**config.mk**
```make
export PLATFORM = sky130hd
export DESIGN_NAME = dsp_instruction_decode
export DESIGN_NICKNAME = d
export VERILOG_FILES = /design/src/rtl/dsp_decode_pkg.sv /design/src/rtl/dsp_instruction_decode.sv
export VERILOG_INCLUDE_DIRS = /design/src /design/src/rtl
export SDC_FILE = /design/constraint.sdc
export NUM_CORES = 1
export LEC_CHECK = 0
export BUFFER_PORTS_ARGS = -buffer_cell sky130_fd_sc_hd__buf_2
export CORE_ASPECT_RATIO = 1.75
export CORE_UTILIZATION = 51
export CTS_CLUSTER_DIAMETER = 30
export CTS_CLUSTER_SIZE = 14
export DETAILED_ROUTE_END_ITERATION = 8
export PLACE_DENSITY = 0.81
export SLEW_MARGIN = 20
export SYNTH_ARGS = -nofsm -noshare
export SYNTH_HDL_FRONTEND = slang
export SYNTH_SLANG_ARGS = --single-unit
```
**constraint.sdc**
```tcl
create_clock -name ref_clk -period 2.8 [get_ports ref_clk]
set_clock_uncertainty 0.2 [all_clocks]
set_input_delay 0.7 -clock ref_clk [delete_from_list [all_inputs] [get_ports ref_clk]]
set_output_delay 0.7 -clock ref_clk [all_outputs]
set_load 0.05 [all_outputs]
```
**src/rtl/dsp_decode_defs.svh**
```systemverilog
// Constants for the program word decoder: opcodes, field positions, cycle counts and flag masks.
// Assumes inclusion by bare name from the design files.
`ifndef DSP_DECODE_DEFS_SVH
`define DSP_DECODE_DEFS_SVH

// ******************************
// Word layout
// ******************************
`define F_OPC_HI 23
`define F_OPC_LO 16
`define F_W2_TOP 8'h00
`define F_FILE_HI 12
`define F_FILE_DEST 13
`define F_BIT_HI 15
`define F_BIT_LO 12
`define F_IMM_HI 13
`define F_IMM_LO 4
`define F_IMM_BYTE 14
`define F_ACC 15
`define F_PAIR_HI 14
`define F_PAIR_LO 12
`define F_X_HI 11
`define F_X_LO 8
`define F_Y_HI 7
`define F_Y_LO 4
`define F_XD_HI 3
`define F_XD_LO 2
`define F_YD_HI 1
`define F_YD_LO 0
`define F_SLIT_HI 7
`define F_SLIT_LO 4
`define F_SRC_HI 3
`define F_SRC_LO 0
`define F_TGT_W2_HI 6

// ******************************
// Opcodes
// ******************************
`define OPC_NOP 8'h00
`define OPC_JUMP_COMPUTED 8'h01
`define OPC_CALL_ABS 8'h02
`define OPC_CALL_IND 8'h03
`define OPC_GOTO_ABS 8'h04
`define OPC_GOTO_IND 8'h05
`define OPC_RETURN 8'h06
`define OPC_INT_RETURN 8'h07
`define OPC_DO_LOOP 8'h08
`define OPC_TBL 8'h0a
`define OPC_JUMP_COND 8'h30
`define OPC_JUMP_ALWAYS 8'h37
`define OPC_SKIP 8'ha0
`define OPC_BIT_FILE 8'ha8
`define OPC_ADD_LIT 8'hb0
`define OPC_AND_LIT 8'hb2
`define OPC_ADD_FILE 8'hb4
`define OPC_AND_FILE 8'hb6
`define OPC_MOVD 8'hbe
`define OPC_MAC 8'hc0
`define OPC_MAC_AWB 8'hc1
`define OPC_ADD_ACC 8'hc9
`define OPC_SHR_ONE 8'hd1
`define OPC_SHR_MULTI 8'hde
`define OPC_SQR 8'hf0

// ******************************
// Cycle counts, registers, flags
// ******************************
`define CYC_ONE 2'h1
`define CYC_TWO 2'h2
`define CYC_THREE 2'h3
`define CYC_TBL 2'h2
`define CYC_RET 2'h3
`define REG_AWB 4'hd
`define REG_DSP_BASE 4'h4
`define REG_X_BASE 4'h8
`define REG_Y_BASE 4'ha
`define FLAGS_NONE 9'h000
`define FLAGS_ARITH 9'h01f
`define FLAGS_LOGIC 9'h014
`define FLAGS_SHR_ONE 9'h01d
`define FLAGS_ACC 9'h1e0

`endif

```
**src/rtl/dsp_decode_pkg.sv**
```systemverilog
// Types shared by the program word decoder.
// Assumes nothing of its surroundings.
package dsp_decode_pkg;
   typedef enum logic [1:0] {st_first, st_second, st_skip, st_skip_second} fetch_state_e;
   typedef struct packed {
      logic en;
      logic [3:0] addr;
      logic [3:0] step;
      logic w12;
   } prefetch_s;
endpackage

```
**src/rtl/dsp_instruction_decode.sv**
```systemverilog
// Decoder for 24-bit program words: operand fields, two-word handling, cycle counts, flag classes.
// Assumes the fetch unit offers one word per word_valid cycle and cond_true/skip_taken alongside it.
`timescale 1ns/1ps
`default_nettype none
`include "dsp_decode_defs.svh"

module dsp_instruction_decode (
   input wire logic ref_clk,
   input wire logic rst_n,
   input wire logic word_valid,
   input wire logic [23:0] word,
   input wire logic cond_true,
   input wire logic skip_taken,
   output logic dec_valid,
   output logic [7:0] dec_opcode,
   output logic dec_nop,
   output logic [1:0] cycles,
   output logic word2_err,
   output logic [12:0] file_addr,
   output logic file_dest_work,
   output logic [3:0] bit_select_field,
   output logic [9:0] imm_ten_bit,
   output logic imm_byte_mode,
   output logic imm_range_err,
   output logic [22:0] abs_target_literal,
   output logic acc_sel,
   output logic [3:0] awb_reg,
   output logic awb_postinc,
   output logic [3:0] mul_src_a,
   output logic [3:0] mul_src_b,
   output logic mul_pair_err,
   output logic x_prefetch_en,
   output logic [3:0] x_prefetch_addr,
   output logic [3:0] x_step,
   output logic x_offset_w12,
   output logic [3:0] x_dest_reg,
   output logic y_prefetch_en,
   output logic [3:0] y_prefetch_addr,
   output logic [3:0] y_step,
   output logic y_offset_w12,
   output logic [3:0] y_dest_reg,
   output logic [3:0] second_src_reg,
   output logic [3:0] signed_shift_literal,
   output logic [8:0] flag_update,
   output logic skip_done,
   output logic [1:0] skip_cycles
);

   // ******************************
   // Decode helpers
   // ******************************
   function automatic logic is_two_word(input logic [7:0] o);
      is_two_word = (o == `OPC_CALL_ABS) || (o == `OPC_GOTO_ABS) || (o == `OPC_DO_LOOP);
   endfunction

   function automatic logic [1:0] cyc_of(input logic [7:0] o, input logic c);
      case (o)
         `OPC_JUMP_COND: cyc_of = c ? `CYC_TWO : `CYC_ONE;
         `OPC_JUMP_ALWAYS, `OPC_JUMP_COMPUTED, `OPC_CALL_IND, `OPC_GOTO_IND: cyc_of = `CYC_TWO;
         `OPC_TBL: cyc_of = `CYC_TBL;
         `OPC_RETURN, `OPC_INT_RETURN: cyc_of = `CYC_RET;
         `OPC_MOVD: cyc_of = `CYC_TWO;
         `OPC_CALL_ABS, `OPC_GOTO_ABS, `OPC_DO_LOOP: cyc_of = `CYC_TWO;
         default: cyc_of = `CYC_ONE;
      endcase
   endfunction

   function automatic logic [8:0] flags_of(input logic [7:0] o);
      case (o)
         `OPC_ADD_FILE, `OPC_ADD_LIT: flags_of = `FLAGS_ARITH;
         `OPC_AND_FILE, `OPC_AND_LIT: flags_of = `FLAGS_LOGIC;
         `OPC_ADD_ACC: flags_of = `FLAGS_ACC;
         `OPC_SHR_ONE: flags_of = `FLAGS_SHR_ONE;
         `OPC_SHR_MULTI: flags_of = `FLAGS_LOGIC;
         default: flags_of = `FLAGS_NONE;
      endcase
   endfunction

   // Codes 0..5 name the six distinct pairs; the rest are flagged and fall back to the first pair.
   function automatic logic [8:0] pair_of(input logic [2:0] p);
      case (p)
         3'h0: pair_of = {1'b0, 4'h4, 4'h5};
         3'h1: pair_of = {1'b0, 4'h4, 4'h6};
         3'h2: pair_of = {1'b0, 4'h4, 4'h7};
         3'h3: pair_of = {1'b0, 4'h5, 4'h6};
         3'h4: pair_of = {1'b0, 4'h5, 4'h7};
         3'h5: pair_of = {1'b0, 4'h6, 4'h7};
         default: pair_of = {1'b1, 4'h4, 4'h5};
      endcase
   endfunction

   // Low code bits pick the step; code 4 means no prefetch on the low register, W12 offset on the high one.
   function automatic dsp_decode_pkg::prefetch_s pf_of(input logic [3:0] code, input logic [3:0] base);
      dsp_decode_pkg::prefetch_s r;
      r.en = (code != 4'h4);
      r.addr = base + {3'h0, code[3]};
      r.w12 = (code == 4'hc);
      case (code[2:0])
         3'h1: r.step = 4'h2;
         3'h2: r.step = 4'h4;
         3'h3: r.step = 4'h6;
         3'h5: r.step = 4'ha;
         3'h6: r.step = 4'hc;
         3'h7: r.step = 4'he;
         default: r.step = 4'h0;
      endcase
      pf_of = r;
   endfunction

   // ******************************
   // Fetch sequencing
   // ******************************
   dsp_decode_pkg::fetch_state_e state;
   dsp_decode_pkg::fetch_state_e next_state;
   logic [23:0] held;
   logic [23:0] dw;
   logic [7:0] opc;
   logic [7:0] word_opc;
   logic in_first;
   logic in_second;
   logic take_first;
   logic first_two;
   logic skip_go;
   logic emit;
   logic next_skip_done;

   assign word_opc = word[`F_OPC_HI:`F_OPC_LO];
   assign in_first = (state == dsp_decode_pkg::st_first);
   assign in_second = (state == dsp_decode_pkg::st_second);
   assign dw = in_second ? held : word;
   assign opc = dw[`F_OPC_HI:`F_OPC_LO];
   assign take_first = in_first && word_valid;
   assign first_two = take_first && is_two_word(word_opc);
   assign skip_go = take_first && (word_opc == `OPC_SKIP) && skip_taken;
   assign emit = (take_first && !first_two) || (in_second && word_valid);
   assign next_skip_done = word_valid && ((state == dsp_decode_pkg::st_skip_second) ||
                           ((state == dsp_decode_pkg::st_skip) && !is_two_word(word_opc)));

   always_comb begin
      next_state = state;
      if (word_valid) begin
         case (state)
            dsp_decode_pkg::st_first: begin
               if (first_two)
                  next_state = dsp_decode_pkg::st_second;
               else if (skip_go)
                  next_state = dsp_decode_pkg::st_skip;
               else
                  next_state = dsp_decode_pkg::st_first;
            end
            dsp_decode_pkg::st_skip: begin
               if (is_two_word(word_opc))
                  next_state = dsp_decode_pkg::st_skip_second;
               else
                  next_state = dsp_decode_pkg::st_first;
            end
            default: next_state = dsp_decode_pkg::st_first;
         endcase
      end
   end

   // ******************************
   // Operand decode
   // ******************************
   logic byte_mode;
   logic [9:0] imm_raw;
   logic [3:0] sq_reg;
   logic [8:0] pair;
   dsp_decode_pkg::prefetch_s xpf;
   dsp_decode_pkg::prefetch_s ypf;

   assign byte_mode = dw[`F_IMM_BYTE];
   assign imm_raw = dw[`F_IMM_HI:`F_IMM_LO];
   assign sq_reg = `REG_DSP_BASE + {2'h0, dw[`F_PAIR_LO+1:`F_PAIR_LO]};
   assign pair = (opc == `OPC_SQR) ? {1'b0, sq_reg, sq_reg} : pair_of(dw[`F_PAIR_HI:`F_PAIR_LO]);
   assign xpf = pf_of(dw[`F_X_HI:`F_X_LO], `REG_X_BASE);
   assign ypf = pf_of(dw[`F_Y_HI:`F_Y_LO], `REG_Y_BASE);

   // ******************************
   // Registered outputs
   // ******************************
   always_ff @(posedge ref_clk) begin
      if (!rst_n) begin
         state <= dsp_decode_pkg::st_first;
         held <= 24'h000000;
         dec_valid <= 1'b0;
         skip_done <= 1'b0;
         skip_cycles <= 2'h0;
      end else begin
         state <= next_state;
         if (first_two)
            held <= word;
         dec_valid <= emit;
         skip_done <= next_skip_done;
         if (next_skip_done)
            skip_cycles <= (state == dsp_decode_pkg::st_skip_second) ? `CYC_THREE : `CYC_TWO;
      end
   end

   always_ff @(posedge ref_clk) begin
      if (!rst_n) begin
         dec_opcode <= 8'h00;
         dec_nop <= 1'b0;
         cycles <= 2'h0;
         word2_err <= 1'b0;
         abs_target_literal <= 23'h000000;
         flag_update <= 9'h000;
      end else if (emit) begin
         dec_opcode <= opc;
         dec_nop <= (opc == `OPC_NOP);
         cycles <= cyc_of(opc, cond_true);
         word2_err <= in_second && (word_opc != `F_W2_TOP);
         if (in_second)
            abs_target_literal <= {word[`F_TGT_W2_HI:0], held[15:1], 1'b0};
         flag_update <= flags_of(opc);
      end
   end

   always_ff @(posedge ref_clk) begin
      if (!rst_n) begin
         file_addr <= 13'h0000;
         file_dest_work <= 1'b0;
         bit_select_field <= 4'h0;
         imm_ten_bit <= 10'h000;
         imm_byte_mode <= 1'b0;
         imm_range_err <= 1'b0;
      end else if (emit) begin
         file_addr <= dw[`F_FILE_HI:0];
         file_dest_work <= dw[`F_FILE_DEST];
         bit_select_field <= dw[`F_BIT_HI:`F_BIT_LO];
         imm_ten_bit <= byte_mode ? {2'h0, imm_raw[7:0]} : imm_raw;
         imm_byte_mode <= byte_mode;
         imm_range_err <= byte_mode && (imm_raw[9:8] != 2'h0);
      end
   end

   always_ff @(posedge ref_clk) begin
      if (!rst_n) begin
         acc_sel <= 1'b0;
         awb_reg <= 4'h0;
         awb_postinc <= 1'b0;
         {mul_pair_err, mul_src_a, mul_src_b} <= 9'h000;
         {x_prefetch_en, x_prefetch_addr, x_step, x_offset_w12} <= 10'h000;
         {y_prefetch_en, y_prefetch_addr, y_step, y_offset_w12} <= 10'h000;
         x_dest_reg <= 4'h0;
         y_dest_reg <= 4'h0;
         second_src_reg <= 4'h0;
         signed_shift_literal <= 4'h0;
      end else if (emit) begin
         acc_sel <= dw[`F_ACC];
         awb_reg <= `REG_AWB;
         awb_postinc <= (opc == `OPC_MAC_AWB);
         {mul_pair_err, mul_src_a, mul_src_b} <= pair;
         {x_prefetch_en, x_prefetch_addr, x_step, x_offset_w12} <= xpf;
         {y_prefetch_en, y_prefetch_addr, y_step, y_offset_w12} <= ypf;
         x_dest_reg <= `REG_DSP_BASE + {2'h0, dw[`F_XD_HI:`F_XD_LO]};
         y_dest_reg <= `REG_DSP_BASE + {2'h0, dw[`F_YD_HI:`F_YD_LO]};
         second_src_reg <= dw[`F_SRC_HI:`F_SRC_LO];
         signed_shift_literal <= dw[`F_SLIT_HI:`F_SLIT_LO];
      end
   end

   // ******************************
   // Checks
   // ******************************
   reset_first_a: assert property (@(posedge ref_clk) disable iff (!rst_n)
      $rose(rst_n) |-> state == dsp_decode_pkg::st_first) else $error("decoder not in first-word state after reset");
   first_hold_a: assert property (@(posedge ref_clk) disable iff (!rst_n)
      first_two |=> !dec_valid && in_second) else $error("first of two words was issued alone");
   two_cycles_a: assert property (@(posedge ref_clk) disable iff (!rst_n)
      in_second && word_valid |=> dec_valid && cycles == 2'h2) else $error("two-word op not two cycles");
   stray_nop_a: assert property (@(posedge ref_clk) disable iff (!rst_n)
      take_first && word_opc == 8'h00 |=> dec_valid && dec_nop) else $error("lone second word not a nop");
   skip_two_a: assert property (@(posedge ref_clk) disable iff (!rst_n)
      state == dsp_decode_pkg::st_skip && word_valid && !is_two_word(word_opc) |=> skip_done && skip_cycles == 2'h2)
      else $error("skip over one word not two cycles");
   skip_three_a: assert property (@(posedge ref_clk) disable iff (!rst_n)
      state == dsp_decode_pkg::st_skip_second && word_valid |=> skip_done && skip_cycles == 2'h3)
      else $error("skip over two words not three cycles");
   cond_branch_a: assert property (@(posedge ref_clk) disable iff (!rst_n)
      take_first && word_opc == 8'h30 |=> cycles == (($past(cond_true)) ? 2'h2 : 2'h1))
      else $error("conditional branch cycle count wrong");
   asr_flags_a: assert property (@(posedge ref_clk) disable iff (!rst_n)
      take_first && word_opc == 8'hde |=> flag_update == 9'h014) else $error("multi-bit shift flags wrong");
   target_even_a: assert property (@(posedge ref_clk) disable iff (!rst_n)
      in_second && word_valid |=> !abs_target_literal[0] && abs_target_literal[22:16] == $past(word[6:0]))
      else $error("call target literal odd or misplaced");
   byte_imm_a: assert property (@(posedge ref_clk) disable iff (!rst_n)
      dec_valid && imm_byte_mode |-> imm_ten_bit[9:8] == 2'h0) else $error("byte literal above 255");

endmodule
`default_nettype wire

```
* After elaboration in Yosys (flattened, before gate mapping)
Cells that the tools add are included.
Storage, ports and cells: register bits after elaboration 151, bits of input ports 29, output and inout bits 129, logic and storage cells 129
Operators by class: add/subtract/negate cells 5, equality and inequality tests 49, muxes and demuxes 14, reductions and logical operators 26
Operator list (count):
- equality test 8 bit, second input constant | 11
- one-hot mux 9 bit (6 select lines) | 1
- one-hot mux 4 bit (6 select lines) | 2
- equality test 8 x 3 -> 1 bit, second input constant | 5
- one-hot mux 9 bit (4 select lines) | 1
- equality test 3 bit, second input constant | 8
- equality test 8 x 2 -> 1 bit, second input constant | 3
- equality test 8 x 4 -> 1 bit, second input constant | 3
- 2-to-1 mux 24 bit | 1
- equality test 3 x 2 -> 1 bit, second input constant | 6
- equality test 8 x 6 -> 1 bit, second input constant | 2
- adder 3 x 2 -> 4 bit, first input constant | 3
- logical AND 1 bit | 10
- 2-to-1 mux 10 bit | 1
- equality test 3 x 1 -> 1 bit, second input constant | 3
- 2-to-1 mux 9 bit | 1
- OR reduction 9 bit | 1
- adder 4 x 1 -> 4 bit, first input constant | 2
- equality test 4 bit, second input constant | 2
- equality test 8 x 1 -> 1 bit, second input constant | 1
- zero test 8 bit | 1
- 2-to-1 mux 2 bit | 4
- inequality test 4 x 3 -> 1 bit, second input constant | 2
- nonzero test 8 bit | 1
- other kinds (13) | 19

* Logic depth before layout (Yosys ltp)
Gate-level depths: netlist (run 1).
depth after elaboration 8, mapped depth 9, gate-level depth less buffers 6

* Worst setup path before layout (run 1)
Ideal clock, no wire load.
kind input to register, start point input word[17], end point register held[10], setup time 0.128 ns, arrival 2.011 ns, required time 2.472 ns, slack 0.461 ns, stages 8, path buffers 2, path through buf_2 xor2_1 o21ai_2 nor3_2 nand2_1 buf_2 mux2i_1 nor2_1
Between the ends: cells in the longest elaborated chain, start to end 4, elaborated cells between the ends (all ways) 6, classes of those cells eq/ne: 3; reduce/logical: 3
RTL lines:
- from (decl) | RTL line dsp_instruction_decode.sv:11 | input wire logic [23:0] word,
- equality test 8 x 2 -> 1 bit (no line) / equality test 8 x 3 -> 1 bit (equally long branches)
- logical OR 1 bit | RTL line dsp_instruction_decode.sv:53 | is_two_word = (o == `OPC_CALL_ABS) || (o == `OPC_GOTO_ABS) || (o == `OPC_DO_LOOP);
- logical OR 1 bit (*) | RTL line dsp_instruction_decode.sv:53
- logical AND 1 bit (*) | RTL line dsp_instruction_decode.sv:133 | assign first_two = take_first && is_two_word(word_opc);
- to (signal assigned) | RTL line dsp_instruction_decode.sv:192 | held <= word;
- to (decl) | RTL line dsp_instruction_decode.sv:115 | logic [23:0] held;
Mark *: on every way between the ends. The rest lies on a longest branch, timed or not. A chain may end at the register's enable or synchronous reset.

* Worst setup path after layout (run 1)
start point register state[1], end point register cycles[0]
Between the ends: cells in the longest elaborated chain, start to end 6, elaborated cells between the ends (all ways) 24, classes of those cells eq/ne: 13; mux: 2; reduce/logical: 9
RTL lines:
- from (decl) | RTL line dsp_instruction_decode.sv:113 | dsp_decode_pkg::fetch_state_e state;
- from (signal assigned) | RTL line dsp_instruction_decode.sv:184 | state <= dsp_decode_pkg::st_first;
- from (signal assigned) | RTL line dsp_instruction_decode.sv:190 | state <= next_state;
- parallel branches: the longest is 6 deep, another holds 2-to-1 mux 24 bit
- to (signal assigned) | RTL line dsp_instruction_decode.sv:211 | cycles <= cyc_of(opc, cond_true);
- to (decl) | RTL line dsp_instruction_decode.sv:17 | output logic [1:0] cycles,
Parallel ways; which one is timed is not known.

==> results by group, run 1 <==
Outcome
  – Status: complete, no violations

Clock network
  – Total CTS buffers: 9
  – Hold buffer count at cts: 0
  – Clock buffer depth: 2
  – Root buf cell: clkbuf_16
  – Postcts setup bufs: 0
  – Worst-Skew Late Latency: 0.34 ns
  – Htree depth: 3
  – CTS tree: yes
  – Post-CTS sizing: 0
  – # clock sinks: 100
  – Clock transition at the registers of the reported paths: 0.07 ns

Cells and area
  – ANT cells: 0
  – Layout cells sized above 1: 29.6%
  – Post-route insts no fill: 796
  – FF/Latch Area: 0.00200 sq mm
  – Filler Cells Inserted: 822
  – Synth-to-layout area growth: 18.2%
  – Area of the multi-input gates: 0.00221 sq mm
  – Nets: 700

Placed design
  – GP Congestion: 0.969
  – Hpwl dp: 9.31 mm
  – Number of port buffers: 146
  – # placed instances: 780

Floorplanning
  – Core Area: 0.00909 sq mm
  – Chip width: 75.1 um
  – Chip height: 130 um
  – Initial core utilization: 52.5%
  – Io pins: 158
  – Row cnt: 46
  – Die area: 0.00977 sq mm

Worst setup path
  – WP data required: 2.87 ns
  – Worst endpoint data arrival time: 2.60 ns
  – Cells along the critical path: nand2b_2 -> buf_4 -> mux2i_1 -> o311a_1 -> a22oi_1 -> nand3_1 -> a31oi_1
  – Reg2Reg Depth: 7
  – Crit Path Max Fanout: 12
  – CP bufs+invs: 1
  – Slowest CP cell: dfxtp_1
  – CP peak stage delay: 0.52 ns
  – CP Launch Type: flip-flop
  – CP Capture Type: flip-flop
  – Worst path depth: 7
  – Crit path kind: reg -> reg
  – Top delay family on crit path: compound AO/OA/AOI/OAI gates

STA
  – Final Hold Vio Count: 0
  – Rel. slew slack: 50.8%
  – Minimum clock period: 2.53 ns
  – TNS Setup: 0 ns
  – Final setup fails: 0
  – Highest clock rate: 0.395 GHz
  – Actual slew at the worst max-slew pin: 0.736 ns
  – Final worst-path cycle share: 90.4%
  – Unrepaired setup endpoints after global routing: false
  – Slew Viols, Final: 0

Power
  – Lkg Pwr: 2.74 nW
  – Power Density: 616 mW/mm^2
  – Peak supply drop: 0.000378 V

Synth
  – Library cells used by synthesis: 56
  – Most frequent cell after synthesis: nand2_1
  – Async SR Flop Fraction: 0%
  – EDFF count, synth: 0
  – Post-Synthesis Cells: 572
  – Synthesized area per cell: 8.35 sq um
  – Top cells by area, synth: dfxtp_1, buf_4, nand2_1, mux2i_1, a21oi_1
  – Yosys warnings: 0
  – Post-synthesis cell area: 0.00477 sq mm
  – Commonest cells in the netlist: nand2_1, dfxtp_1, nor2_1
  – Sequential share of the synthesized area: 41.9%
  – Post-synth top flop: dfxtp_1
  – Yosys reg bits: 100
  – Synth top area share: 41.9%
  – Post-synth top area cell: dfxtp_1

Routing
  – Avg WL per Cell: 16.0 um
  – Routed WL: 12.8 mm
  – Routed Antenna Nets: 0
  – Via count: 4350
  – First DRT Iteration DRCs: 205
  – # DRC: 0
  – DR vias/cell: 5.46
  – Pre-antenna DRT Iters: 5

Global route
  – Largest net degree at the start of global routing: 35
  – Grt total ovfl: 0
  – Initial antenna violation count: 0
  – Vias in the first global route: 3973
  – First-pass GRT wire length: 19.3 mm
  – GRT Total Usage: 26.7%

Min path
  – Hold Crit Class: reg -> reg
  – Hold depth: 2

Run
  – Max capacitance violation total: 0
[routing by layer]
| layer | global-route usage (%) | wire length (um) | vias to the layer above |
|---|---|---|---|
| li1 | - | - | 2107 |
| met1 | 27.9 | 4840 | 2048 |
| met2 | 48.6 | 6780 | 160 |
| met3 | 5.33 | 624 | 35 |
| met4 | 14.3 | 521 | 0 |
| met5 | 0 | 0 | - |
[worst min-delay path, stage by stage, from the launching register on]
cell,delay (ns)
dfxtp_1,0.31
nand2_1,0.05
a21oi_1,0.05
[report_power, final]
part / switching [W] / total, W / internal, W
combinational: 0.000501 / 0.000650 / 0.000149
clock: 0.000539 / 0.00133 / 0.000787
sequential: 0.0000341 / 0.00150 / 0.00146
[worst paths after layout]
check	endpoint	startpoint	slack, ns
hold reg to reg	abs_target_literal[14]$_SDFFE_PN0P_	abs_target_literal[14]$_SDFFE_PN0P_	0.26
setup reg to reg	cycles[0]$_SDFFE_PN0P_	state[1]$_SDFFE_PN0P_	0.27
setup / recovery	cycles[0]$_SDFFE_PN0P_	state[1]$_SDFFE_PN0P_	0.27
hold / removal	abs_target_literal[14]$_SDFFE_PN0P_	abs_target_literal[14]$_SDFFE_PN0P_	0.26
[cell usage in the layout (no fill, tap or decap), types with 2 or more instances in the layout]
master	count
buf_2	146
nand2_1	105
dfxtp_1	100
nor2_1	61
a21oi_1	47
mux2i_1	28
buf_4	22
nor3_1	14
a311oi_1	13
nand3_1	12
conb_1	11
o21ai_0	9
and3_1	9
clkbuf_16	9
a211oi_1	8
o211a_1	6
nor2b_1	5
nor3b_1	5
a31oi_1	4
and4b_1	3
or4_1	3
buf_12	3
nand2b_1	2
nand4_1	2
a21o_1	2
o31ai_1	2
inv_1	2
o21bai_1	2
a2bb2oi_1	2
or3_1	2
nor4_1	2
a21boi_0	2
bufinv_16	2
clkbuf_1	2
clkinvlp_4	2
[stage by stage]
step	instance area (sq um)	hold slack (ns)	util [%]	power, W	worst slack, ns
global placement	5330	0.240	58.6	0.00217	0.212
floorplan	4810	0.237	-	0.00207	0.461
global route	5640	0.281	62.0	0.00359	0.184
detailed placement	5330	0.246	58.6	0.00218	0.110
finish	5640	0.255	62.0	0.00348	0.269
CTS	5640	0.256	62.0	0.00349	0.320
[area by class of cell]
class                           count  share of cell area, %
Inverter                            3                  0.200
Clock buffer                       11                   4.13
Multi-Input combinational cell    386                   39.1
Sequential cell                   100                   35.5
Timing Repair Buffer              171                   16.9
Clock inverter                      5                   1.49
Tap cell                          120                   2.66
[flip-flops by register name, indices dropped and copies added (netlist names), 2 cells and up]
name / cells
mul_src_b: 2
mul_src_a: 2
held: 24
skip_cycles: 2
state: 2
imm_ten_bit: 2
flag_update: 4
bit_select_field: 4
abs_target_literal: 22
cycles: 2
dec_opcode: 8
file_addr: 12
[cells by family (layout without fill, tap and decap cells)]
kind of cell | Yosys count | after routing | share of synthesized area (%)
flip-flops | 100 | 100 | 41.9
AO/OA/AOI/OAI | 108 | 108 | 15.5
multiplexers | 30 | 30 | 6.63
buffers and inverters | 96 | 190 | 12.9
XOR/XNOR | 1 | 1 | 0.183
AND/OR/NAND/NOR | 236 | 236 | 22.8
other | 1 | 11 | 0.0785
(Power assumes the default switching activity.)
==> inputs of run 2 (changes only) <==
ABC_AREA = 1   (was unset)
CORE_UTILIZATION = 30   (was 51)
PLACE_DENSITY = unset   (was 0.81)
==> run 2 against run 1 <==
Compared with the run above: sequential cell count unchanged; register-to-register slack improved by 0.21 ns; via count decreased by 4.5%; sequential power about the same; sequential share of layout area increased by 1.6 points; synthesized cell count increased by 11%; global-route usage decreased by 11 points; die area increased by 62%; count of clock-buffer cells in the layout decreased by 2; worst setup slack improved by 0.21 ns; largest power group unchanged.
==> results by group, run 2 <==
Floorplanning
  – Initial core utilization: 30.8%
  – Chip height: 166 um
  – Row cnt: 59
  – Core Area: 0.0149 sq mm
  – Die area: 0.0158 sq mm
  – Chip width: 95.5 um
  – Io pins: 158

Worst setup path
  – Crit path from: state[0]$_SDFFE_PN0P_
  – Slowest CP cell: dfxtp_1
  – Worst r2r src: state[0]$_SDFFE_PN0P_
  – Crit Path Max Fanout: 41
  – WP data required: 2.81 ns
  – Setup slack, reg-to-reg: 0.48 ns
  – Cells along the critical path: nand2_4 -> nor2_2 -> inv_1 -> nand2_1 -> buf_12 -> inv_1 -> buf_4 -> nand3_1 -> o21ai_0
  – CP Capture Type: flip-flop
  – Crit path kind: reg -> reg
  – Reg-to-reg endpoint: bit_select_field[2]$_SDFFE_PN0P_
  – CP Launch Type: flip-flop
  – Reg2Reg Depth: 9
  – CP peak stage delay: 0.63 ns
  – CP most frequent cell: inv_1
  – Worst endpoint data arrival time: 2.34 ns

Synth
  – Post-synth top area cell: dfxtp_1
  – Top cells by area, synth: dfxtp_1, nand2_1, buf_4, o21ai_0, nand3_1
  – Synth top area share: 43.6%
  – Synthesized area per cell: 7.24 sq um
  – Async SR Flop Fraction: 0%
  – Yosys warnings: 0
  – Yosys reg bits: 100
  – Commonest cells in the netlist: nand2_1, dfxtp_1, o21ai_0
  – Most frequent cell after synthesis: nand2_1
  – Post-synth top flop: dfxtp_1
  – Post-Synthesis Cells: 634
  – Library cells used by synthesis: 30
  – EDFF count, synth: 0
  – Post-synthesis cell area: 0.00459 sq mm
  – Sequential share of the synthesized area: 43.6%

STA
  – Slew Viols, Final: 0
  – Actual slew at the worst max-slew pin: 0.725 ns
  – Final Hold Vio Count: 0
  – Final setup fails: 0
  – Unrepaired setup endpoints after global routing: false
  – Final worst-path cycle share: 83.0%
  – Minimum clock period: 2.32 ns
  – Rel. slew slack: 51.6%
  – Hold WS: 0.249 ns
  – TNS Setup: 0 ns
  – Highest clock rate: 0.430 GHz

Cells and area
  – Largest Register: held
  – Layout cells sized above 1: 27.0%
  – Regs by FF count: held (24), abs_target_literal (22), file_addr (12)
  – Most common library cell in the layout ignoring fill and taps: buf_2
  – Max reg flops: 24
  – Nets: 753
  – Post-route insts no fill: 913
  – Synth-to-layout area growth: 17.6%
  – Most frequent cells in the layout: buf_2, nand2_1, dfxtp_1, o21ai_0, nor2_1
  – Final design utilization: 36.2%

Clock network
  – Post-CTS sizing: 0
  – Htree depth: 3
  – Worst-Skew Late Latency: 0.36 ns
  – Postcts setup bufs: 0
  – Root buf cell: clkbuf_16
  – # clock sinks: 100
  – CTS tree: yes
  – Total CTS buffers: 9
  – Clock buffer depth: 2
  – Clock transition at the registers of the reported paths: 0.07 ns
  – Hold buffer count at cts: 0

Routing
  – First DRT Iteration DRCs: 145
  – Routed WL: 11.9 mm
  – Pre-antenna DRT Iters: 4
  – Routed Antenna Nets: 0
  – DR vias/cell: 4.55
  – Avg WL per Cell: 13.0 um
  – # DRC: 0
  – Via count: 4153

Min path
  – WHS Endpoint: held[23]$_SDFFE_PN0P_
  – Hold Crit Class: reg -> reg
  – Hold path start: held[23]$_SDFFE_PN0P_
  – Hold depth: 2

Global route
  – Initial antenna violation count: 1
  – Grt total ovfl: 0
  – GRT Total Usage: 15.4%
  – Vias in the first global route: 3606
  – First-pass GRT wire length: 18.8 mm
  – Largest net degree at the start of global routing: 42

Placed design
  – Number of port buffers: 146
  – # placed instances: 896
  – Hpwl dp: 8.97 mm
  – GP Congestion: 0.825

Power
  – Peak supply drop: 0.000261 V
  – Power Density: 618 mW/mm^2
  – Lkg Pwr: 2.69 nW

Outcome
  – Status: complete, no violations

Run
  – Max capacitance violation total: 0
run 2: changes by cell type in the layout (fill, tap and decap cells not counted), sizes merged, moves of 5 or more:
cell    change
buf        -15
a311oi     -14
a211oi      -8
and3        -9
o211a       -6
nand3      +43
o21ai      +72
mux2i      -30
nor2b       -6
nor3       -12
inv        +55
a21oi      -15
nand2      +29
nor3b       -5
run 2: how the worst max path moves through the flow:
stage / cells past startpoint / slack, ns / to
after global routing: 8 / 0.22 / mul_pair_err$_SDFFE_PN0P_
after CTS: 9 / 0.46 / bit_select_field[2]$_SDFFE_PN0P_
final: 9 / 0.48 / bit_select_field[2]$_SDFFE_PN0P_
after detailed placement: 11 / 0.33 / bit_select_field[2]$_SDFFE_PN0P_
after floorplan: 9 / 0.69 / mul_src_a[1]$_SDFFE_PN0P_
after global placement: 11 / 0.35 / dec_opcode[3]$_SDFFE_PN0P_
run 2: cells by family (layout without fill, tap and decap cells):
logic type             after synthesis  count (layout)  share of synthesized area, %
other                                1              12                        0.0817
AO/OA/AOI/OAI                      128             128                          14.6
XOR/XNOR                             1               1                         0.191
AND/OR/NAND/NOR                    263             263                          24.7
flip-flops                         100             100                          43.6
buffers and inverters              141             226                          16.8
run 2: critical path: cells and delay by family (launching register included):
family	cells	cell delay, ns
AO/OA/AOI/OAI	1	0.08
buffers and inverters	4	0.53
AND/OR/NAND/NOR	4	0.71
flip-flops	1	0.63
run 2: cell type report:
class / count / area [sq um]
Clock inverter: 7 / 62.6
Sequential cell: 100 / 2000
Inverter: 54 / 205
Timing Repair Buffer: 156 / 818
Tap cell: 183 / 229
Antenna cell: 1 / 2.50
Clock buffer: 9 / 225
Multi-Input combinational cell: 403 / 1850
Fill cell: 1643 / 9510
run 2: metal layers:
metal	track usage [%]	part of all wire [%]	wire, um
met1	19.8	45	5400
met2	24.2	46	5530
met3	3.35	5.1	603
met4	6.68	3.1	371
met5	0	0	0
run 2: stage by stage:
stage	power (W)	cell area, sq um	worst slack (ns)
after detailed placement	0.00216	5110	0.328
after global placement	0.00216	5110	0.352
after global routing	0.00347	5400	0.217
after floorplan	0.00207	4630	0.694
after CTS	0.00337	5400	0.461
final	0.00334	5400	0.476
run 2: power by group:
group	switching (W)	internal (W)
Sequential	0.0000316	0.00147
Combinational	0.000500	0.000125
Clock	0.000592	0.000624
==> inputs of run 3 (changes only) <==
ABC_AREA = 0   (was 1)
clock period = 2.12 ns   (was 2.8 ns; I/O delays follow)
==> run 3 against run 2 <==
Compared with the run above: worst hold slack worse by 0.0042 ns; core utilization grew 3.5 points; total power increased by 34%; combinational power is 46% higher; die area rose by 3.9%; sequential power increased by 31%; first-iteration DRC count rose by 17%; global-route usage is 0.78 points higher.
==> results by group, run 3 (synthesis results as in run 1) <==
STA
  – Setup WS post-layout: 0.00836 ns
  – Highest clock rate: 0.474 GHz
  – Unrepaired setup endpoints after global routing: true
  – Hold WS: 0.245 ns
  – Final Hold Vio Count: 0
  – Minimum clock period: 2.11 ns
  – Slew Viols, Final: 0
  – Final worst-path cycle share: 99.6%
  – Final setup fails: 0
  – TNS Setup: 0 ns

Routing
  – DR vias/cell: 4.79
  – First DRT Iteration DRCs: 169
  – Routed Antenna Nets: 0
  – Avg WL per Cell: 14.9 um
  – Via count: 4336
  – # DRC: 0
  – Pre-antenna DRT Iters: 6
  – Routed WL: 13.5 mm

Worst setup path
  – Top delay family on crit path: compound AO/OA/AOI/OAI gates
  – Worst endpoint data arrival time: 2.15 ns
  – Setup slack, reg-to-reg: 0.008 ns
  – Reg-to-reg endpoint: cycles[1]$_SDFFE_PN0P_
  – CP bufs+invs: 2
  – WP data required: 2.16 ns
  – Worst r2r src: state[0]$_SDFFE_PN0P_
  – Cells along the critical path: buf_6 -> nand2b_4 -> buf_4 -> mux2i_1 -> o311a_1 -> a22oi_2 -> and3_1 -> a21oi_2
  – Slowest CP cell: dfxtp_4
  – Reg2Reg Depth: 8
  – Crit path kind: reg -> reg
  – CP peak stage delay: 0.39 ns
  – Crit Path Max Fanout: 8
  – CP Capture Type: flip-flop
  – CP Launch Type: flip-flop

Global route
  – Layer with the highest usage: met2
  – GRT Total Usage: 16.1%
  – Met2 global-route usage: 30.3%
  – Grt total ovfl: 0
  – Met1 usage: 17.9%
  – GR Util met3: 2.68%
  – Initial antenna violation count: 0
  – Vias in the first global route: 4067
  – First-pass GRT wire length: 21.1 mm
  – Largest net degree at the start of global routing: 80

Cells and area
  – Regs by FF count: held (24), abs_target_literal (22), file_addr (12)
  – Post-route insts no fill: 905
  – Max reg flops: 24
  – Most frequent cells in the layout: buf_2, nand2_1, dfxtp_1, nor2_1, buf_4
  – Design Area, Final: 0.00614 sq mm
  – ANT cells: 0
  – Nets: 743
  – Most common library cell in the layout ignoring fill and taps: buf_2
  – Synth-to-layout area growth: 28.6%
  – Layout cells sized above 1: 36.0%
  – Largest Register: held

Floorplanning
  – Row cnt: 60
  – Chip width: 97.4 um
  – Initial core utilization: 30.9%
  – Die area: 0.0164 sq mm
  – Core Area: 0.0155 sq mm
  – Chip height: 169 um
  – Io pins: 158

Power
  – Lkg Pwr: 2.95 nW
  – Power Density: 731 mW/mm^2
  – Peak supply drop: 0.000479 V

Outcome
  – Status: complete, no violations

Min path
  – Hold Crit Class: in -> reg
  – WHS Endpoint: held[11]$_SDFFE_PN0P_
  – Hold depth: 3
  – Hold path start: word[11]

Clock network
  – Worst-Skew Late Latency: 0.35 ns
  – Clock transition at the registers of the reported paths: 0.07 ns
  – Clock buffer depth: 2
  – Root buf cell: clkbuf_16
  – CTS tree: yes
  – Total CTS buffers: 9
  – # clock sinks: 100
  – Htree depth: 3

Placed design
  – Hpwl dp: 9.83 mm
  – GP Congestion: 0.857
  – # placed instances: 884
  – Number of port buffers: 146
  – Place WS: -0.192 ns
  – Placed inst area: 0.00572 sq mm

Run
  – Max capacitance violation total: 0
[run 3: cell count changes in the layout (fill, tap and decap cells not counted), moves of 11 or more]
cell / before / now
a21oi_1: 33 / 47
inv_1: 49 / 2
o21ai_0: 69 / 9
buf_4: 9 / 61
mux2i_1: 0 / 25
nand2_1: 125 / 105
nand3_1: 55 / 12
o21ai_1: 11 / 0
a311oi_1: 0 / 13
[run 3: what timing repair did]
item / CTS / global route
endpoints found under the setup margin: 11 / 12
hold buffers: 0 / 0
gates resized for setup: 10 / 13
buffers inserted: 2 / 3
pin swaps: 1 / 6
[run 3: tightest hold or removal path: stages]
cell and delay, ns:
buf_2 0.11, nand3_1 0.06, a21oi_1 0.05
[run 3: area by class of cell]
type                       count  area, sq um
sequential                   100         2010
timing repair buffer         214         1310
inverter                       3         11.3
clock buffer                   9          225
fill                        1612         9330
tap                          186          233
clock inverter                 7         60.1
multi-input combinational    386         2290
[run 3: routing by layer]
| layer | part of all wire, % | wire length (um) | up-vias |
|---|---|---|---|
| met5 | 0 | 0 | - |
| met4 | 2.4 | 325 | 0 |
| met3 | 3.7 | 503 | 22 |
| met2 | 54 | 7310 | 113 |
| met1 | 40 | 5330 | 2017 |
| li1 | - | - | 2184 |
[run 3: worst max-delay path by stage]
| stage | startpoint | end | slack (ns) | cells after the start |
|---|---|---|---|---|
| 2_1_floorplan | word[17] | dec_opcode[4]$_SDFFE_PN0P_ | -0.04 | 9 |
| 3_3_place_gp | word[19] | cycles[1]$_SDFFE_PN0P_ | -0.21 | 8 |
| 3_5_place_dp | word[17] | held[19]$_SDFFE_PN0P_ | -0.19 | 9 |
| 4_1_cts | state[0]$_SDFFE_PN0P_ | cycles[1]$_SDFFE_PN0P_ | 0.009 | 7 |
| 5_1_grt | state[0]$_SDFFE_PN0P_ | mul_src_b[0]$_SDFFE_PN0P_ | -0.03 | 7 |
| 6_report | state[0]$_SDFFE_PN0P_ | cycles[1]$_SDFFE_PN0P_ | 0.008 | 8 |
[run 3: power breakdown]
part	switching (W)	leakage, nW	internal [W]	total, W
clock	0.000781	0.142	0.000818	0.00160
combinational	0.000675	1.99	0.000239	0.000914
sequential	0.0000407	0.817	0.00193	0.00197
[run 3: per-stage QoR]
stage                     utilization [%]  power [W]
after floorplan                         -    0.00274
after global placement               37.0    0.00292
after detailed placement             37.0    0.00292
after CTS                            39.2    0.00454
after global routing                 39.7    0.00466
final                                39.7    0.00448
